$ cat src/prio_regs.svh
`ifndef PRIO_REGS_SVH
`define PRIO_REGS_SVH
// Register index on the plain port
`define ADDR_CMD 3'h0
`define ADDR_POLL 3'h1
`define ADDR_MODE 3'h2
`define ADDR_IRQ_STATUS 3'h3
`define ADDR_IRQ_ENABLE 3'h4
`define ADDR_IRQ_CLEAR 3'h5
`define ADDR_IN_SERVICE 3'h6
`define ADDR_PENDING 3'h7
// Priority command word fields
`define CMD_ROTATE 7
`define CMD_SELECT 6
`define CMD_EOS 5
`define CMD_POLL 2
`define CMD_KIND_HI 4
`define CMD_KIND_LO 3
`define KIND_PRIORITY 2'h0
`define KIND_POLL_MASK 2'h1
// Mode register fields
`define MODE_AUTO_EOS 0
`define MODE_SPECIAL_NESTED 1
`define MODE_VEC_BASE_HI 7
`define MODE_VEC_BASE_LO 3
// Reset values
`define MODE_RESET 8'h00
`define LOWEST_RESET 3'h7
// Status events
`define EV_ACK 0
`define EV_EOS 1
`define EV_POLL 2
`endif
$ cat src/prio_pkg.sv
package prio_pkg;
  typedef enum logic [1:0] {
    ack_idle = 2'b00,
    ack_first = 2'b01,
    ack_second = 2'b11
  } ack_state_t;
endpackage

$ cat src/prio_intc.sv
// Implementation choices: the address-and-strobe port and the address map.
`timescale 1ns/100ps
`default_nettype none
`include "prio_regs.svh"

// Functional notes
// (RULE_01) Reset starts fully nested priority mode
// (RULE_02) Level 0 highest, 7 lowest initially
// (RULE_03) Acknowledge picks highest, vector, sets in-service
// (RULE_04) In-service holds until end command or auto
// (RULE_05) In-service blocks equal and lower levels
// (RULE_06) Software programs special nesting on master
// (RULE_07) Special nesting lets in-service slave interrupt
// (RULE_08) Normal nesting blocks in-service slave input
// (RULE_09) Software ends slave first, then master
// (RULE_10) Automatic rotation makes serviced level lowest
// (RULE_11) Rotate command ends highest then rotates
// (RULE_12) Rotate-in-auto mode set and cleared
// (RULE_13) Processor disables interrupt input to poll
// (RULE_14) Nonspecific end clears highest in-service bit
// (RULE_15) Poll word: bit7 pending, level bits
// (RULE_16) Slave drives address in second byte
// (RULE_17) Set-priority makes addressed level lowest
// (RULE_18) Read after poll acts as acknowledge
module prio_intc
  import prio_pkg::*;
(
  // Clock and reset
  input wire logic clk_sys,
  input wire logic rst,
  // Register port
  input wire logic [2:0] reg_addr,
  input wire logic [7:0] reg_wdata,
  input wire logic reg_wr,
  input wire logic reg_rd,
  output logic [7:0] reg_rdata,
  // Requests and cascade
  input wire logic [7:0] request_in,
  input wire logic [7:0] slave_input,
  // Acknowledge, synchronous active low pulses
  input wire logic irq_acknowledge_n,
  output logic cpu_int,
  output logic [7:0] ack_data,
  output logic ack_data_oe,
  output logic slave_enable,
  output logic [2:0] slave_select,
  // Event interrupt
  output logic irq_out
);

  logic [7:0] in_service_reg, in_service_next;
  logic [2:0] lowest_reg, lowest_next;
  logic [7:0] mode_reg;
  logic rotate_auto_reg, rotate_auto_next;
  logic poll_armed_reg;
  ack_state_t ack_state_reg, ack_state_next;
  logic ack_n_d_reg;
  logic [2:0] ack_level_reg;
  logic ack_valid_reg;
  logic [7:0] irq_status_reg, irq_enable_reg;
  logic [7:0] rdata_reg, ack_data_reg;
  logic ack_oe_reg, slave_en_reg;

  // Rotate a vector right so that the highest priority level lands at bit 0
  function automatic logic [7:0] rot_down(input logic [7:0] v, input logic [2:0] hi);
    rot_down = (v >> hi) | (v << (4'h8 - {1'b0, hi}));
  endfunction

  // Index of the first set bit of a rotated vector, mapped back to a level
  function automatic logic [3:0] first_level(input logic [7:0] v, input logic [2:0] hi);
    logic [7:0] r;
    logic [3:0] res;
    r = rot_down(v, hi);
    res = 4'h8;
    for (int i = 7; i >= 0; i--) begin
      if (r[i]) begin
        res = {1'b0, 3'(i + int'(hi))};
      end
    end
    first_level = res;
  endfunction

  // One-hot decode of a level
  function automatic logic [7:0] level_bit(input logic [2:0] lvl);
    level_bit = 8'h01 << lvl;
  endfunction

  wire [2:0] highest_level = 3'(lowest_reg + 3'h1); // RULE_02
  wire special_nested = mode_reg[`MODE_SPECIAL_NESTED];
  wire auto_eos = mode_reg[`MODE_AUTO_EOS];

  // Highest in-service level, and pending requests that beat it
  wire [3:0] top_service = first_level(in_service_reg, highest_level);
  // In special nesting an in-service cascade input may request again
  wire [7:0] reissue_ok = special_nested ? (in_service_reg & slave_input) : 8'h00; // RULE_07 RULE_08
  wire [7:0] eligible = request_in & (~in_service_reg | reissue_ok);
  wire [3:0] top_request = first_level(eligible, highest_level);
  wire [2:0] dist_req = 3'(top_request[2:0] - highest_level);
  wire [2:0] dist_srv = 3'(top_service[2:0] - highest_level);
  // Equal priority passes only for a reissuing cascade input
  wire beats_service = top_service[3] || (dist_req < dist_srv) ||
    ((dist_req == dist_srv) && reissue_ok[top_service[2:0]]); // RULE_05 RULE_07
  wire request_live = !top_request[3] && beats_service; // RULE_01 RULE_05

  // Command decode
  wire cmd_wr = reg_wr && (reg_addr == `ADDR_CMD);
  wire kind_prio = reg_wdata[`CMD_KIND_HI:`CMD_KIND_LO] == `KIND_PRIORITY;
  wire kind_poll = reg_wdata[`CMD_KIND_HI:`CMD_KIND_LO] == `KIND_POLL_MASK;
  wire cmd_r = reg_wdata[`CMD_ROTATE];
  wire cmd_sl = reg_wdata[`CMD_SELECT];
  wire cmd_eos = reg_wdata[`CMD_EOS];
  wire [2:0] cmd_level = reg_wdata[2:0];
  wire prio_cmd = cmd_wr && kind_prio;
  wire nonspec_eos = prio_cmd && cmd_eos && !cmd_sl; // RULE_11 RULE_14
  wire spec_eos = prio_cmd && cmd_eos && cmd_sl;
  wire set_prio = prio_cmd && cmd_r && cmd_sl; // RULE_17
  wire poll_cmd = cmd_wr && kind_poll && reg_wdata[`CMD_POLL];
  wire poll_read = reg_rd && poll_armed_reg; // RULE_18

  // Acknowledge sequence: first falling edge picks, last rising edge ends
  wire ack_fall = ack_n_d_reg && !irq_acknowledge_n;
  wire ack_rise = !ack_n_d_reg && irq_acknowledge_n;
  wire ack_pick = ack_fall && (ack_state_reg == ack_idle);
  wire ack_last = ack_rise && (ack_state_reg == ack_second);
  wire take = (ack_pick || poll_read) && request_live; // RULE_03 RULE_18
  wire [2:0] take_level = top_request[2:0];
  wire auto_end = ack_last && auto_eos && ack_valid_reg; // RULE_04

  // In-service set and clear strobes, one per level
  wire [7:0] clr_auto = auto_end ? level_bit(ack_level_reg) : 8'h00; // RULE_04
  wire [7:0] clr_nonspec = (nonspec_eos && !top_service[3]) ? level_bit(top_service[2:0]) : 8'h00; // RULE_14
  wire [7:0] clr_spec = spec_eos ? level_bit(cmd_level) : 8'h00;
  wire [7:0] set_take = take ? level_bit(take_level) : 8'h00; // RULE_03
  wire [7:0] is_clear;
  wire [7:0] is_set;
  // A new pick outranks a clear of the same level in one cycle
  for (genvar g = 0; g < 8; g++) begin : g_level
    assign is_clear[g] = clr_auto[g] || clr_nonspec[g] || clr_spec[g];
    assign is_set[g] = set_take[g];
  end

  always_comb begin
    ack_state_next = ack_state_reg;
    unique case (ack_state_reg)
      ack_idle: if (ack_fall) begin
        ack_state_next = ack_first;
      end
      ack_first: if (ack_rise) begin
        ack_state_next = ack_second;
      end
      ack_second: if (ack_rise) begin
        ack_state_next = ack_idle;
      end
      default: ack_state_next = ack_idle;
    endcase
  end

  always_comb begin
    in_service_next = (in_service_reg & ~is_clear) | is_set; // RULE_03 RULE_04 RULE_14
    lowest_next = lowest_reg;
    rotate_auto_next = rotate_auto_reg;
    if (auto_end) begin
      if (rotate_auto_reg) begin
        lowest_next = ack_level_reg; // RULE_10 RULE_12
      end
    end
    if (nonspec_eos && !top_service[3]) begin
      if (cmd_r) begin
        lowest_next = top_service[2:0]; // RULE_10 RULE_11
      end
    end
    if (set_prio) begin
      lowest_next = cmd_level; // RULE_17
    end
    if (prio_cmd && !cmd_sl && !cmd_eos) begin
      rotate_auto_next = cmd_r; // RULE_12
    end
  end

  // Poll word and register reads
  wire [7:0] poll_word = {request_live, 4'h0, take_level}; // RULE_15
  wire [7:0] events = {5'h00, poll_read, prio_cmd && cmd_eos, take && ack_pick};
  wire [7:0] read_mux =
    poll_armed_reg ? poll_word :
    (reg_addr == `ADDR_MODE) ? mode_reg :
    (reg_addr == `ADDR_IRQ_STATUS) ? irq_status_reg :
    (reg_addr == `ADDR_IRQ_ENABLE) ? irq_enable_reg :
    (reg_addr == `ADDR_IN_SERVICE) ? in_service_reg :
    (reg_addr == `ADDR_PENDING) ? request_in :
    (reg_addr == `ADDR_CMD) ? {5'h00, lowest_reg} :
    8'h00;
  wire [7:0] clear_bits = (reg_wr && reg_addr == `ADDR_IRQ_CLEAR) ? reg_wdata : 8'h00;
  // Second byte: own vector, or hand the bus to the cascade partner
  wire second_is_slave = slave_input[ack_level_reg] && ack_valid_reg;
  wire [7:0] vector = {mode_reg[`MODE_VEC_BASE_HI:`MODE_VEC_BASE_LO], ack_level_reg};

  always_ff @(posedge clk_sys) begin
    if (rst) begin
      in_service_reg <= 8'h00;
      lowest_reg <= `LOWEST_RESET;
      rotate_auto_reg <= 1'b0;
      ack_state_reg <= ack_idle;
      ack_n_d_reg <= 1'b1;
      ack_valid_reg <= 1'b0;
      ack_level_reg <= 3'h0;
    end else begin
      in_service_reg <= in_service_next;
      lowest_reg <= lowest_next;
      rotate_auto_reg <= rotate_auto_next;
      ack_state_reg <= ack_state_next;
      ack_n_d_reg <= irq_acknowledge_n;
      if (ack_pick) begin
        ack_valid_reg <= take;
        ack_level_reg <= take ? take_level : 3'h7;
      end
    end
  end

  always_ff @(posedge clk_sys) begin
    if (rst) begin
      mode_reg <= `MODE_RESET;
      poll_armed_reg <= 1'b0;
      irq_status_reg <= 8'h00;
      irq_enable_reg <= 8'h00;
      rdata_reg <= 8'h00;
    end else begin
      if (reg_wr && reg_addr == `ADDR_MODE) begin
        mode_reg <= reg_wdata;
      end
      if (poll_cmd) begin
        poll_armed_reg <= 1'b1;
      end else if (reg_rd) begin
        poll_armed_reg <= 1'b0;
      end
      if (reg_wr && reg_addr == `ADDR_IRQ_ENABLE) begin
        irq_enable_reg <= reg_wdata;
      end
      irq_status_reg <= (irq_status_reg & ~clear_bits) | events;
      if (reg_rd) begin
        rdata_reg <= read_mux; // RULE_15
      end
    end
  end

  always_ff @(posedge clk_sys) begin
    if (rst) begin
      ack_data_reg <= 8'h00;
      ack_oe_reg <= 1'b0;
      slave_en_reg <= 1'b0;
    end else begin
      ack_oe_reg <= 1'b0;
      slave_en_reg <= 1'b0;
      if (ack_state_reg == ack_second && !irq_acknowledge_n) begin
        slave_en_reg <= second_is_slave; // RULE_16
        ack_oe_reg <= !second_is_slave;
        ack_data_reg <= vector; // RULE_03
      end
    end
  end

  assign reg_rdata = rdata_reg;
  assign cpu_int = request_live; // RULE_05 RULE_07
  assign ack_data = ack_data_reg;
  assign ack_data_oe = ack_oe_reg;
  assign slave_enable = slave_en_reg;
  assign slave_select = ack_level_reg;
  assign irq_out = |(irq_status_reg & irq_enable_reg);

endmodule // prio_intc

`default_nettype wire

$ cat config.mk
export PLATFORM = sky130hd
export DESIGN_NAME = prio_intc
export DESIGN_NICKNAME = d
export VERILOG_FILES = /design/src/prio_pkg.sv /design/src/prio_intc.sv
export VERILOG_INCLUDE_DIRS = /design/src
export SDC_FILE = /design/constraint.sdc
export NUM_CORES = 1
export LEC_CHECK = 0
export BUFFER_PORTS_ARGS = -buffer_cell sky130_fd_sc_hd__buf_2
export CORE_UTILIZATION = 45
export DETAILED_ROUTE_END_ITERATION = 10
export PLACE_DENSITY_LB_ADDON = 0.2
export SLEW_MARGIN = 25
export SYNTH_ARGS = -nofsm -noshare
export SYNTH_HDL_FRONTEND = slang
export SYNTH_SLANG_ARGS = --single-unit
$ cat constraint.sdc
create_clock -name clk_sys -period 7 [get_ports clk_sys]
set_input_delay 1.05 -clock clk_sys [delete_from_list [all_inputs] [get_ports clk_sys]]
set_output_delay 1.05 -clock clk_sys [all_outputs]
set_load 0.01 [all_outputs]
==> metrics list, run 1 <==
- In this run the mean area of a mapped cell was 7.28 um2.
* Chip width: 112 um
- Commonest cells in the synthesized netlist: nand2_1, a21oi_1, dfxtp_1, nor2_1, clkbuf_1
* Die H: 112 um
- Cell at the root of the clock tree: clkbuf_16
- Counting flops with a built-in enable in the synthesized netlist gives 0.
* Share of synthesized registers carrying an async set or reset: 0%
- Overall power consumption after layout is estimated at 1.20 mW.
* Grt total ovfl: 0
- After synthesis, the cell types taking the most area are dfxtp_1, nand2_1, a21oi_1.
* Net count after synthesis: 785
- Fill cells in the final layout number 1110.
- For this configuration, the core starts out at a cell density of 46.7%.
- Worst Tran Pin Value: 0.971 ns
- The flow ran to the end, but the final reports show violations.
- Fin crit period: 6.77 ns
- Worst VDD drop: 186 uV
- Final setup viols: 0
* Antenna diode count: 0
- The endpoint identified for the worst register-to-register timing path is slave_select[2].
- Vias per cell: 6.53
* Net count, final: 827
- Hold-critical path depth: 2
- Data required time of the critical path: 5.95 ns
- Synthesis produced a netlist whose cell count is 742.
* DRC violations left: 2
- The die covers 12500 um2.
- Fraction of layout cells with a size suffix above 1: 17.0%
- Dividing the detail-routed wire length by the instance count gives 21.2 um.
- The area growth from synthesis to layout is 15.2%.
* Post-synth top flop: dfxtp_1
- Vias in the first global route: 5738
* Final setup skew: 0.00486 ns
* Final cycle utilization of the critical path: 96.7%
- In this run the cell area measured after placement is 5830 um2.
- The worst hold path belongs to the class reg -> reg.
- Setup repair after global routing left no endpoint under its margin.
- STA classifies the critical path startpoint as a flip-flop.
- Terminating pin of the worst hold path: mode_reg[2]
- The number of endpoints with negative hold slack in the final report came to 0.
* Worst EP arrival: 5.72 ns
- Slack of the critical path: 0.233 ns
* Clk_lat worst skew: 0.34 ns
* Max-capacitance violation count: 0
- Count of port buffers added during placement: 54
* Total routed wirelength: 19700 um
* Placer's final routability congestion estimate: 0.945
* Maximum number of pins on one net before global-route repair: 62
* Deepest clock path buffer count: 2
* Final TNS setup: 0 ns
- Placement row count: 39
- Yosys top cell by area: dfxtp_1
- Final max-slew violation count: 0
- After clock tree synthesis, the flow added hold-fix buffers numbering 0.
* Number of antenna violations at the first check in global routing: 0
- Post-route cell area: 6230 um2
* Leakage power: 2.44 nW
- Area share of the largest cell type after synthesis: 23.0%
- First-pass DRT Iterations: 8
- The H-tree generated during clock tree synthesis spans 3 levels.
- Part of the Yosys area used for sequential elements: 23.0%
- The setup check on the worst reg-to-reg path leaves a slack of 1.31 ns.
- Crit path kind: reg -> out
- The Yosys step of the flow raised 0 warnings.
* Storage cell area: 1240 um2
* Vias: 6084
* I/O pin cnt: 55
- CTS sink cnt: 62
- Reg-to-reg critical path startpoint: lowest_reg[0]
* Number of synthesized register bits: 62
- After clock tree synthesis, the clock-pin slew on the worst setup and hold paths is 0.05 ns.
* Post-Place Worst Slack: 0.382 ns
* R2r worst-path depth: 21
* Most frequent cell after synthesis: nand2_1
- Half-perimeter wire length of the detailed placement result: 14400 um
- Multi-input gate area: 3870 um2
- Antenna viol nets, final: 0
* Standard cell core area: 11600 um2
* Synth Cell Area: 5410 um2
* Violations in the final reports: DRC
- Source of the worst hold timing path: mode_reg[2]
- Global routing used 31.1% of the available tracks across all layers.
* Largest driver fanout on the critical path: 28
- Power spread over the standard cell area amounts to 192 nW/um2.
- Clock tree from TritonCTS: built
- For this block, the initial DRC count from the detailed router was 618.
* Highest achievable clock rate: 148 MHz
- First-pass GRT wire length: 30700 um
- Type of element capturing the critical path: output port
* Unique masters post-synth: 78
* Max transition margin: 34.8%
- Buffers inserted during clock tree synthesis total 9.
-- cell usage in the layout (no fill, tap or decap), types with 9 or more instances in the layout --
master / Yosys / layout
buf_2: 8 / 54
nand2_1: 115 / 115
buf_4: 2 / 24
o21ai_1: 11 / 11
nor2b_1: 17 / 17
o21ai_0: 32 / 32
dfxtp_1: 62 / 62
nor3_1: 18 / 18
inv_1: 18 / 17
nand2b_1: 24 / 24
a211oi_1: 17 / 17
clkbuf_16: 0 / 10
mux2i_1: 17 / 17
a21oi_1: 75 / 75
o22ai_1: 9 / 9
a21boi_0: 11 / 11
nand3_1: 19 / 19
nor2_1: 59 / 59
o221ai_1: 9 / 9
-- kinds of logic (layout without fill, tap and decap cells) --
family	Yosys count	count (layout)	share of synthesized area (%)
multiplexers	33	33	7.85
AND/OR/NAND/NOR	300	300	26.7
AO/OA/AOI/OAI	258	258	33.1
XOR/XNOR	6	6	1.11
adder cells (fa/ha/maj)	11	11	2.82
buffers and inverters	72	119	5.46
flip-flops	62	62	23.0
-- power breakdown --
| part | internal, mW | switching [mW] | total, mW | leakage [nW] |
|---|---|---|---|---|
| clock network | 0.347 | 0.161 | 0.508 | 0.161 |
| registers | 0.365 | 0.0177 | 0.383 | 0.503 |
| logic | 0.123 | 0.185 | 0.308 | 1.77 |
-- how the worst max path moves through the flow --
stage	from	end	cells after the start
2_1_floorplan	lowest_reg[0]	cpu_int	24
3_3_place_gp	slave_input[1]	cpu_int	18
3_5_place_dp	slave_input[1]	cpu_int	18
4_1_cts	lowest_reg[0]	cpu_int	18
5_1_grt	lowest_reg[0]	cpu_int	20
6_report	lowest_reg[0]	cpu_int	20
-- critical path, cell delays in order (launching register included) --
cell and delay [ns]:
dfxtp_1 0.43, clkinv_1 0.13, ha_2 0.42, buf_12 0.21
mux4_2 0.53, or4_4 0.44, a31oi_1 0.27, nand2_1 0.09
a221oi_1 0.29, a41oi_1 0.10, inv_1 0.22, ha_1 0.19
inv_1 0.05, fa_1 0.37, xor2_1 0.17, ha_1 0.30
nand4_1 0.10, a311o_1 0.38, o41ai_4 0.32, buf_4 0.21
buf_2 0.15
-- layout make-up --
cell class                      count  share of cell area (%)
Multi-Input combinational cell    608                    62.2
Sequential cell                    62                    19.9
Timing Repair Buffer               81                    8.28
Clock buffer                       12                    3.80
Tap cell                          143                    2.87
Clock inverter                      4                    1.53
Inverter                           22                    1.39
-- through the flow --
step / utilization [%] / cells / hold WS, ns
floorplan: - / 742 / 0.436
detailed placement: 50.4 / 912 / 0.448
global placement: 50.4 / 912 / 0.443
finish: 53.8 / 932 / 0.457
CTS: 53.3 / 928 / 0.457
global route: 53.8 / 932 / 0.476
-- what timing repair did --
action / CTS / global route
buffers inserted: 0 / 2
gates resized for setup: 0 / 3
endpoints found under the setup margin: 0 / 1
-- per-layer routing --
metal	vias to the layer above	GRT usage [%]	share of wire [%]
met5	-	0	0
li1	2826	-	-
met3	68	3.81	6.6
met1	2883	38.4	41
met4	0	18.8	5.2
met2	307	51.9	47
(Power assumes the default switching activity.)
==> inputs of run 2 (changes only) <==
--- a/config.mk
+++ b/config.mk
@@ -9,2 +9,3 @@
 export BUFFER_PORTS_ARGS = -buffer_cell sky130_fd_sc_hd__buf_2
+export CAP_MARGIN = 0
 export CORE_UTILIZATION = 45
==> constraint.sdc (replaced) <==
create_clock -name clk_sys -period 7 [get_ports clk_sys]
set_input_delay 0.7 -clock clk_sys [delete_from_list [all_inputs] [get_ports clk_sys]]
set_output_delay 0.7 -clock clk_sys [all_outputs]
set_load 0.01 [all_outputs]
==> metrics list, run 2 (synthesis gave the netlist of run 1 again) <==
- The flow ran to the end, but the final reports show violations.
- The checks that failed: DRC.
- Final non-filler cell total: 924 (-0.86%)
- Total routed wirelength: 19100 um (-3.1%)
* Number of post-CTS setup repair buffers: 0 (unchanged)
- Area enclosed by the die boundary: 12500 um2 (unchanged)
- Data required time of the critical path: 6.30 ns (+0.35 ns)
* Final max-slew violation count: 0 (unchanged)
- The sum of met3 wire segment lengths after detailed routing is 1650 um (+27%).
- Detail Route met2 WL: 8890 um (-3.6%)
- The pin count of the biggest net entering global routing came to 62 (unchanged).
- Routed length per placed instance: 20.7 um (-2.3%)
* Die H: 112 um (unchanged)
- The fmax came to 154 MHz (+4.5%).
- The worst slew slack as a fraction of its limit came to 30.6% (-4.2 points).
- Largest driver fanout on the critical path: 11 (-61%)
- Part of the total power dissipated in the clock network: 41.3% (-1.1 points)
- The max capacitance violation total was 0 (unchanged).
- Number of buffers inserted during clock tree synthesis: 9 (unchanged)
- I/O pin cnt: 55 (unchanged)
* Core utilization of the finished layout: 52.9% (-0.93 points)
- Slack of the critical path: 0.525 ns (+0.292 ns)
- The layout cell share with drive strength beyond 1 is 16.1% (-0.85 points).
- The worst hold margin was 0.459 ns (+0.00173 ns).
* Topmost layer with routed signal wires: met4
- The number of vias per cell after detailed routing came to 6.52 (-0.15%).
- The final RePlAce weighted congestion was 1.01 (+7.2%).
- The number of antenna repair diodes came to 0 (unchanged).
* Number of hold violations in the final report: 0 (unchanged)
- Chip width: 112 um (unchanged)
- Switching Fraction: 31.3% (+1.0 points)
* Crit path kind: reg -> out
- The standby leakage power was 2.39 nW (-2.0%).
- The power share of the combinational group is 25.2% (-0.5 points).
- Final setup viols: 0 (unchanged)
- The level count of the clock H-tree came to 3 (unchanged).
- Number of cells upsized or downsized after cts: 0 (unchanged)
* Placement row count: 39 (unchanged)
- The routed metal-1 wirelength was 7710 um (-5.9%).
- Worst Tran Pin Value: 1.04 ns (+0.0702 ns)
- The worst setup path is captured at an output port.
- The clock sink count came to 62 (unchanged).
* DRC violations left: 2 (unchanged)
- Final setup skew: 0.00587 ns (+0.00101 ns)
* Most common cell after layout, fill and taps aside: nand2_1
* Hold Crit Class: reg -> reg
- The top cell types in the final layout, fill and taps aside, are nand2_1, a21oi_1, dfxtp_1.
- The first-iteration detailed-routing DRC count came to 578 (-6.5%).
- The number of global-route vias before repair was 5764 (+0.45%).
- Setup repair after global routing missed its margin: no
- Placement Cell Area: 5800 um2 (-0.52%)
* Net count, final: 819 (-0.97%)
* Clock-pin slew reported for the worst setup and hold paths after clock tree synthesis: 0.06 ns (about the same)
- Post-Place Cells: 908 (-0.44%)
- The number of vias in the routed layout was 6023 (-1.0%).
- From synthesis to final layout, the design area changed by 13.2%.
* Initial Util: 46.7% (unchanged)
* Final TNS setup: 0 ns (unchanged)
- The power density normalized to cell area was 188 nW/um2 (-2.3%).
- The first-pass GRT wire length is 30400 um (-1.1%).
- The worst-case vdd ir drop is 224 uV (+20%).
- The power spent charging and discharging nets was 361 uW (-0.77%).
- Clock tree from TritonCTS: built
* Internal: 790 uW (-5.4%)
* Part of the power in registers: 33.5% (+1.6 points)
- The post-route total power is 1.15 mW (-4.0%).
- The number of port buffers came to 54 (unchanged).
- Half-perimeter wire length of the detailed placement result: 14300 um (-0.27%)
- Grt total ovfl: 0 (unchanged)
- Number of antenna violations at the first check in global routing: 0 (unchanged)
- The worst setup timing slack at the placement stage was 0.805 ns (+0.423 ns).
- The global-route usage over all layers came to 30.8% (-0.27 points).
* Fin crit period: 6.48 ns (-0.292 ns)
* Final cycle utilization of the critical path: 92.5% (-4.2 points)
* Standard cell core area: 11600 um2 (unchanged)
- The antenna violation net count after detailed routing is 0 (unchanged).
* First-pass DRT Iterations: 8 (unchanged)
- The clock insertion delay at the later pin of the skew report is 0.33 ns (about the same).
- The area of all placed cells without fillers was 6120 um2 (-1.7%).
- STA classifies the critical path startpoint as a flip-flop.
* Deepest clock path buffer count: 2 (unchanged)
- The data arrival time at the worst-slack endpoint came to 5.78 ns (+0.06 ns).
* Cell at the root of the clock tree: clkbuf_16
-- run 2: cell count changes in the layout (fill, tap and decap cells not counted), moves of 2 or more --
cell      delta
ha_2         -2
clkbuf_1     -3
ha_1         +2
buf_4        -6
-- run 2: area by class of cell --
type,instances,area [um2]
fill,1122,5450
clock inverter,7,97.6
inverter,22,82.6
clock buffer,9,225
timing repair buffer,73,425
multi-input combinational,608,3870
sequential,62,1240
tap,143,179
-- run 2: repair_timing --
action,4_1_cts,5_1_grt
hold buffers,0,0
endpoints found under the setup margin,0,1
hold endpoints to repair,0,0
-- run 2: power by group through the flow --
stage	Combinational (mW)	Sequential (mW)	Clock, mW
2_1_floorplan	0.201	0.381	0
3_3_place_gp	0.281	0.393	0
3_5_place_dp	0.284	0.393	0
6_report	0.290	0.386	0.475
5_1_grt	0.316	0.387	0.493
4_1_cts	0.285	0.385	0.482
-- run 2: worst max-delay path, cell delays in order (launching register included) --
cell and delay, ns:
dfxtp_1 0.37, clkinv_1 0.10, ha_1 0.39, ha_1 0.41
and4b_1 0.27, or4_4 0.53, a31oi_1 0.27, nand2_1 0.09
a221oi_1 0.32, a41oi_1 0.11, buf_4 0.20, inv_1 0.13
ha_1 0.16, inv_1 0.04, fa_1 0.39, xor2_1 0.18
ha_1 0.29, nand4_1 0.09, a311o_1 0.39, o41ai_4 0.47
buf_2 0.23
-- run 2: final timing paths --
| kind | start | end | slack [ns] | cells past startpoint |
|---|---|---|---|---|
| max | lowest_reg[0] | cpu_int | 0.52 | 20 |
| min | rotate_auto_reg | rotate_auto_reg | 0.46 | 2 |
| max reg2reg | lowest_reg[0] | slave_select[0] | 1.24 | 21 |
| min reg2reg | rotate_auto_reg | rotate_auto_reg | 0.46 | 2 |
-- run 2: metal layers --
| metal | track usage, % | up-vias |
|---|---|---|
| met5 | 0 | - |
| met4 | 18.4 | 0 |
| met3 | 4.84 | 58 |
| met2 | 50.7 | 334 |
| met1 | 38.2 | 2812 |
| li1 | - | 2819 |
==> inputs of run 3 (changes only) <==
- CORE_ASPECT_RATIO: default -> 1.4
==> metrics list, run 3 (synthesis gave the netlist of run 1 again) <==
* Slowest stage cell on the critical path: o41ai_4
* Highest-count cells in the layout ignoring fill and taps: nand2_1, a21oi_1, dfxtp_1
- The number of buffers created by CTS was 9 (unchanged).
- Max-capacitance violation count: 0 (unchanged)
- Count of hold-fix buffers inserted at cts: 0 (unchanged)
- Total power after layout: 1.13 mW (-1.5%)
- The worst hold margin is 0.452 ns (-0.00667 ns).
- The final count of pins violating max slew is 0 (unchanged).
* CP Buf/Inv Count: 5 (unchanged)
- First-pass DRT Iterations: 5 (-3)
- The aggregate global routing overflow is 0 (unchanged).
* Clock tree from TritonCTS: built
- Vias in the first global route: 5931 (+2.9%)
* Type of element capturing the critical path: output port
- The maximum buffer depth of the clock tree is 2 (unchanged).
* Multi-input gate area: 3880 um2 (+0.23%)
* Outcome: finished, final reports clean
* Post-Place Worst Slack: 0.587 ns (-0.218 ns)
- The largest incremental delay on the critical path was 0.64 ns (+0.11 ns).
- The count of boundary I/O pins was 55 (unchanged).
- Leakage power: 2.40 nW (+0.44%)
* Clk_lat worst skew: 0.34 ns (about the same)
- Placement row count: 47 (+21%)
- Leaving out fill and tap cells, the most frequent cell in the layout is nand2_1.
- The level count of the clock H-tree was 3 (unchanged).
* Fraction of layout cells with a size suffix above 1: 16.8% (+0.68 points)
* Clock-pin slew reported for the worst setup and hold paths after clock tree synthesis: 0.06 ns (about the same)
* Max transition margin: 27.2% (-3.4 points)
* Fill cell instance count of the final layout: 1195 (+6.5%)
- The number of antenna violations at the first check in global routing is 0 (unchanged).
* Largest driver fanout on the critical path: 16 (+5)
- Maximum number of pins on one net before global-route repair: 62 (unchanged)
- Vias per cell: 6.58 (+0.94%)
- The wire length per cell after detailed routing was 22.3 um (+7.7%).
- The number of remaining DRC errors was 0 (-2).
- Switching Fraction: 31.8% (+0.44 points)
- The number of endpoints with negative hold slack in the final report was 0 (unchanged).
- Setup repair after global routing missed its margin: no
- The power density normalized to cell area was 185 nW/um2 (-1.7%).
- Fin crit period: 6.75 ns (+0.274 ns)
- The number of setup violations in the final report was 0 (unchanged).
- The internal power consumption was 773 uW (-2.2%).
- The final setup skew is 0.00628 ns (+0.000415 ns).
- Combinational share of power: 26.5% (+1.3 points)
- The number of antenna repair diodes came to 0 (unchanged).
- Die H: 132 um (+18%)
- The setup path with the least slack is of type reg -> out.
* Chip width: 94.6 um (-15%)
- Category of cells accounting for the largest share of critical-path delay: adder cells
* Final cycle utilization of the critical path: 96.4% (+3.9 points)
- The antenna violation net count after detailed routing was 0 (unchanged).
- Initial detailed-routing violation count: 386 (-33%)
- The final RePlAce weighted congestion came to 0.999 (-1.4%).
- The clock group share of total power is 39.7% (-1.6 points).
* Total routed wirelength: 20800 um (+8.6%)
* Kind of start point of the critical path: flip-flop
- The number of vias in the routed layout is 6132 (+1.8%).
- In this run the clock root is driven by a clkbuf_16.
- The area of all placed cells without fillers is 6130 um2 (+0.16%).
- Final TNS setup: 0 ns (unchanged)
- The clock sink count came to 62 (unchanged).
* Initial Util: 46.0% (-0.78 points)
* Net count, final: 823 (+0.49%)
* Count of port buffers added during placement: 54 (unchanged)
* Placement Cell Area: 5820 um2 (+0.43%)
* Storage cell area: 1240 um2 (unchanged)
- First-pass GRT wire length: 32100 um (+5.8%)
- The detailed placement HPWL came to 15800 um (+10%).
- The worst-case vdd ir drop was 194 uV (-13%).
* Hold Crit Class: reg -> reg
* Standard cell core area: 11800 um2 (+1.7%)
* Cell chain of the critical path: clkinv_1 > ha_2 > ha_2 > and4b_1 > or4_4 > a31oi_1 > nand2_1 > a221oi_1 > a41oi_1 > buf_4 > inv_1 > ha_1 > inv_1 > fa_1 > xor2_1 > ha_1 > nand4_1 > a311o_1 > o41ai_4 > buf_2
- The sequential share of power is 33.9% (+0.4 points).
* Highest achievable clock rate: 148 MHz (-4.1%)
- Layout Area Growth over Synthesis: 13.4%
- Area enclosed by the die boundary: 12500 um2 (about the same)
* Switching power: 360 uW (-0.15%)
- Worst Tran Pin Value: 1.08 ns (+0.0405 ns)
- The data arrival time at the worst-slack endpoint is 6.05 ns (+0.27 ns).
- Global-route usage over all layers: 34.0% (+3.2 points)
- The required arrival time at the worst endpoint was 6.30 ns (about the same).
- Slack of the critical path: 0.251 ns (-0.274 ns)
[run 3: power by group through the flow]
stage | clock network, mW | registers [mW] | logic (mW)
3_3_place_gp | 0 | 0.390 | 0.286
2_1_floorplan | 0 | 0.381 | 0.201
4_1_cts | 0.453 | 0.383 | 0.293
3_5_place_dp | 0 | 0.391 | 0.292
6_report | 0.449 | 0.384 | 0.300
5_1_grt | 0.471 | 0.385 | 0.322
[run 3: per-layer routing]
layer | global-route usage (%) | up-vias | share of wire, %
li1 | - | 2820 | -
met1 | 37.8 | 2843 | 36
met2 | 57.0 | 350 | 50
met3 | 5.38 | 119 | 6.6
met4 | 25.0 | 0 | 7.0
met5 | 0 | - | 0
[run 3: tightest hold or removal path, stage by stage, from the launching register on]
cell,delay [ns]
dfxtp_1,0.30
nand2_1,0.05
a21oi_1,0.05
[run 3: metrics by stage]
step / util (%) / instances
after floorplan: - / 742
after global placement: 49.5 / 916
after detailed placement: 49.5 / 916
after CTS: 52.1 / 932
after global routing: 52.1 / 932
final: 52.1 / 932
[run 3: final timing paths]
path | start | end | slack (ns) | cells after the start
worst min register to register | ack_data[5] | ack_data[5] | 0.45 | 2
worst max register to register | lowest_reg[0] | slave_select[1] | 1.02 | 21
worst min-delay path | ack_data[5] | ack_data[5] | 0.45 | 2
worst max-delay path | lowest_reg[0] | cpu_int | 0.25 | 20
[run 3: area by class of cell]
type | instances | area share, %
repair buffers | 77 | 7.23
flip-flops and latches | 62 | 20.2
clock buffers | 12 | 4.18
multi-input cells | 608 | 63.3
inverters | 22 | 1.35
clock inverters | 4 | 0.735
well taps | 147 | 3.00
[run 3: what timing repair did]
action | CTS | global route
buffers inserted | 0 | 0
hold endpoints to repair | 0 | 0
resized for setup | 0 | 2
endpoints found under the setup margin | 0 | 1
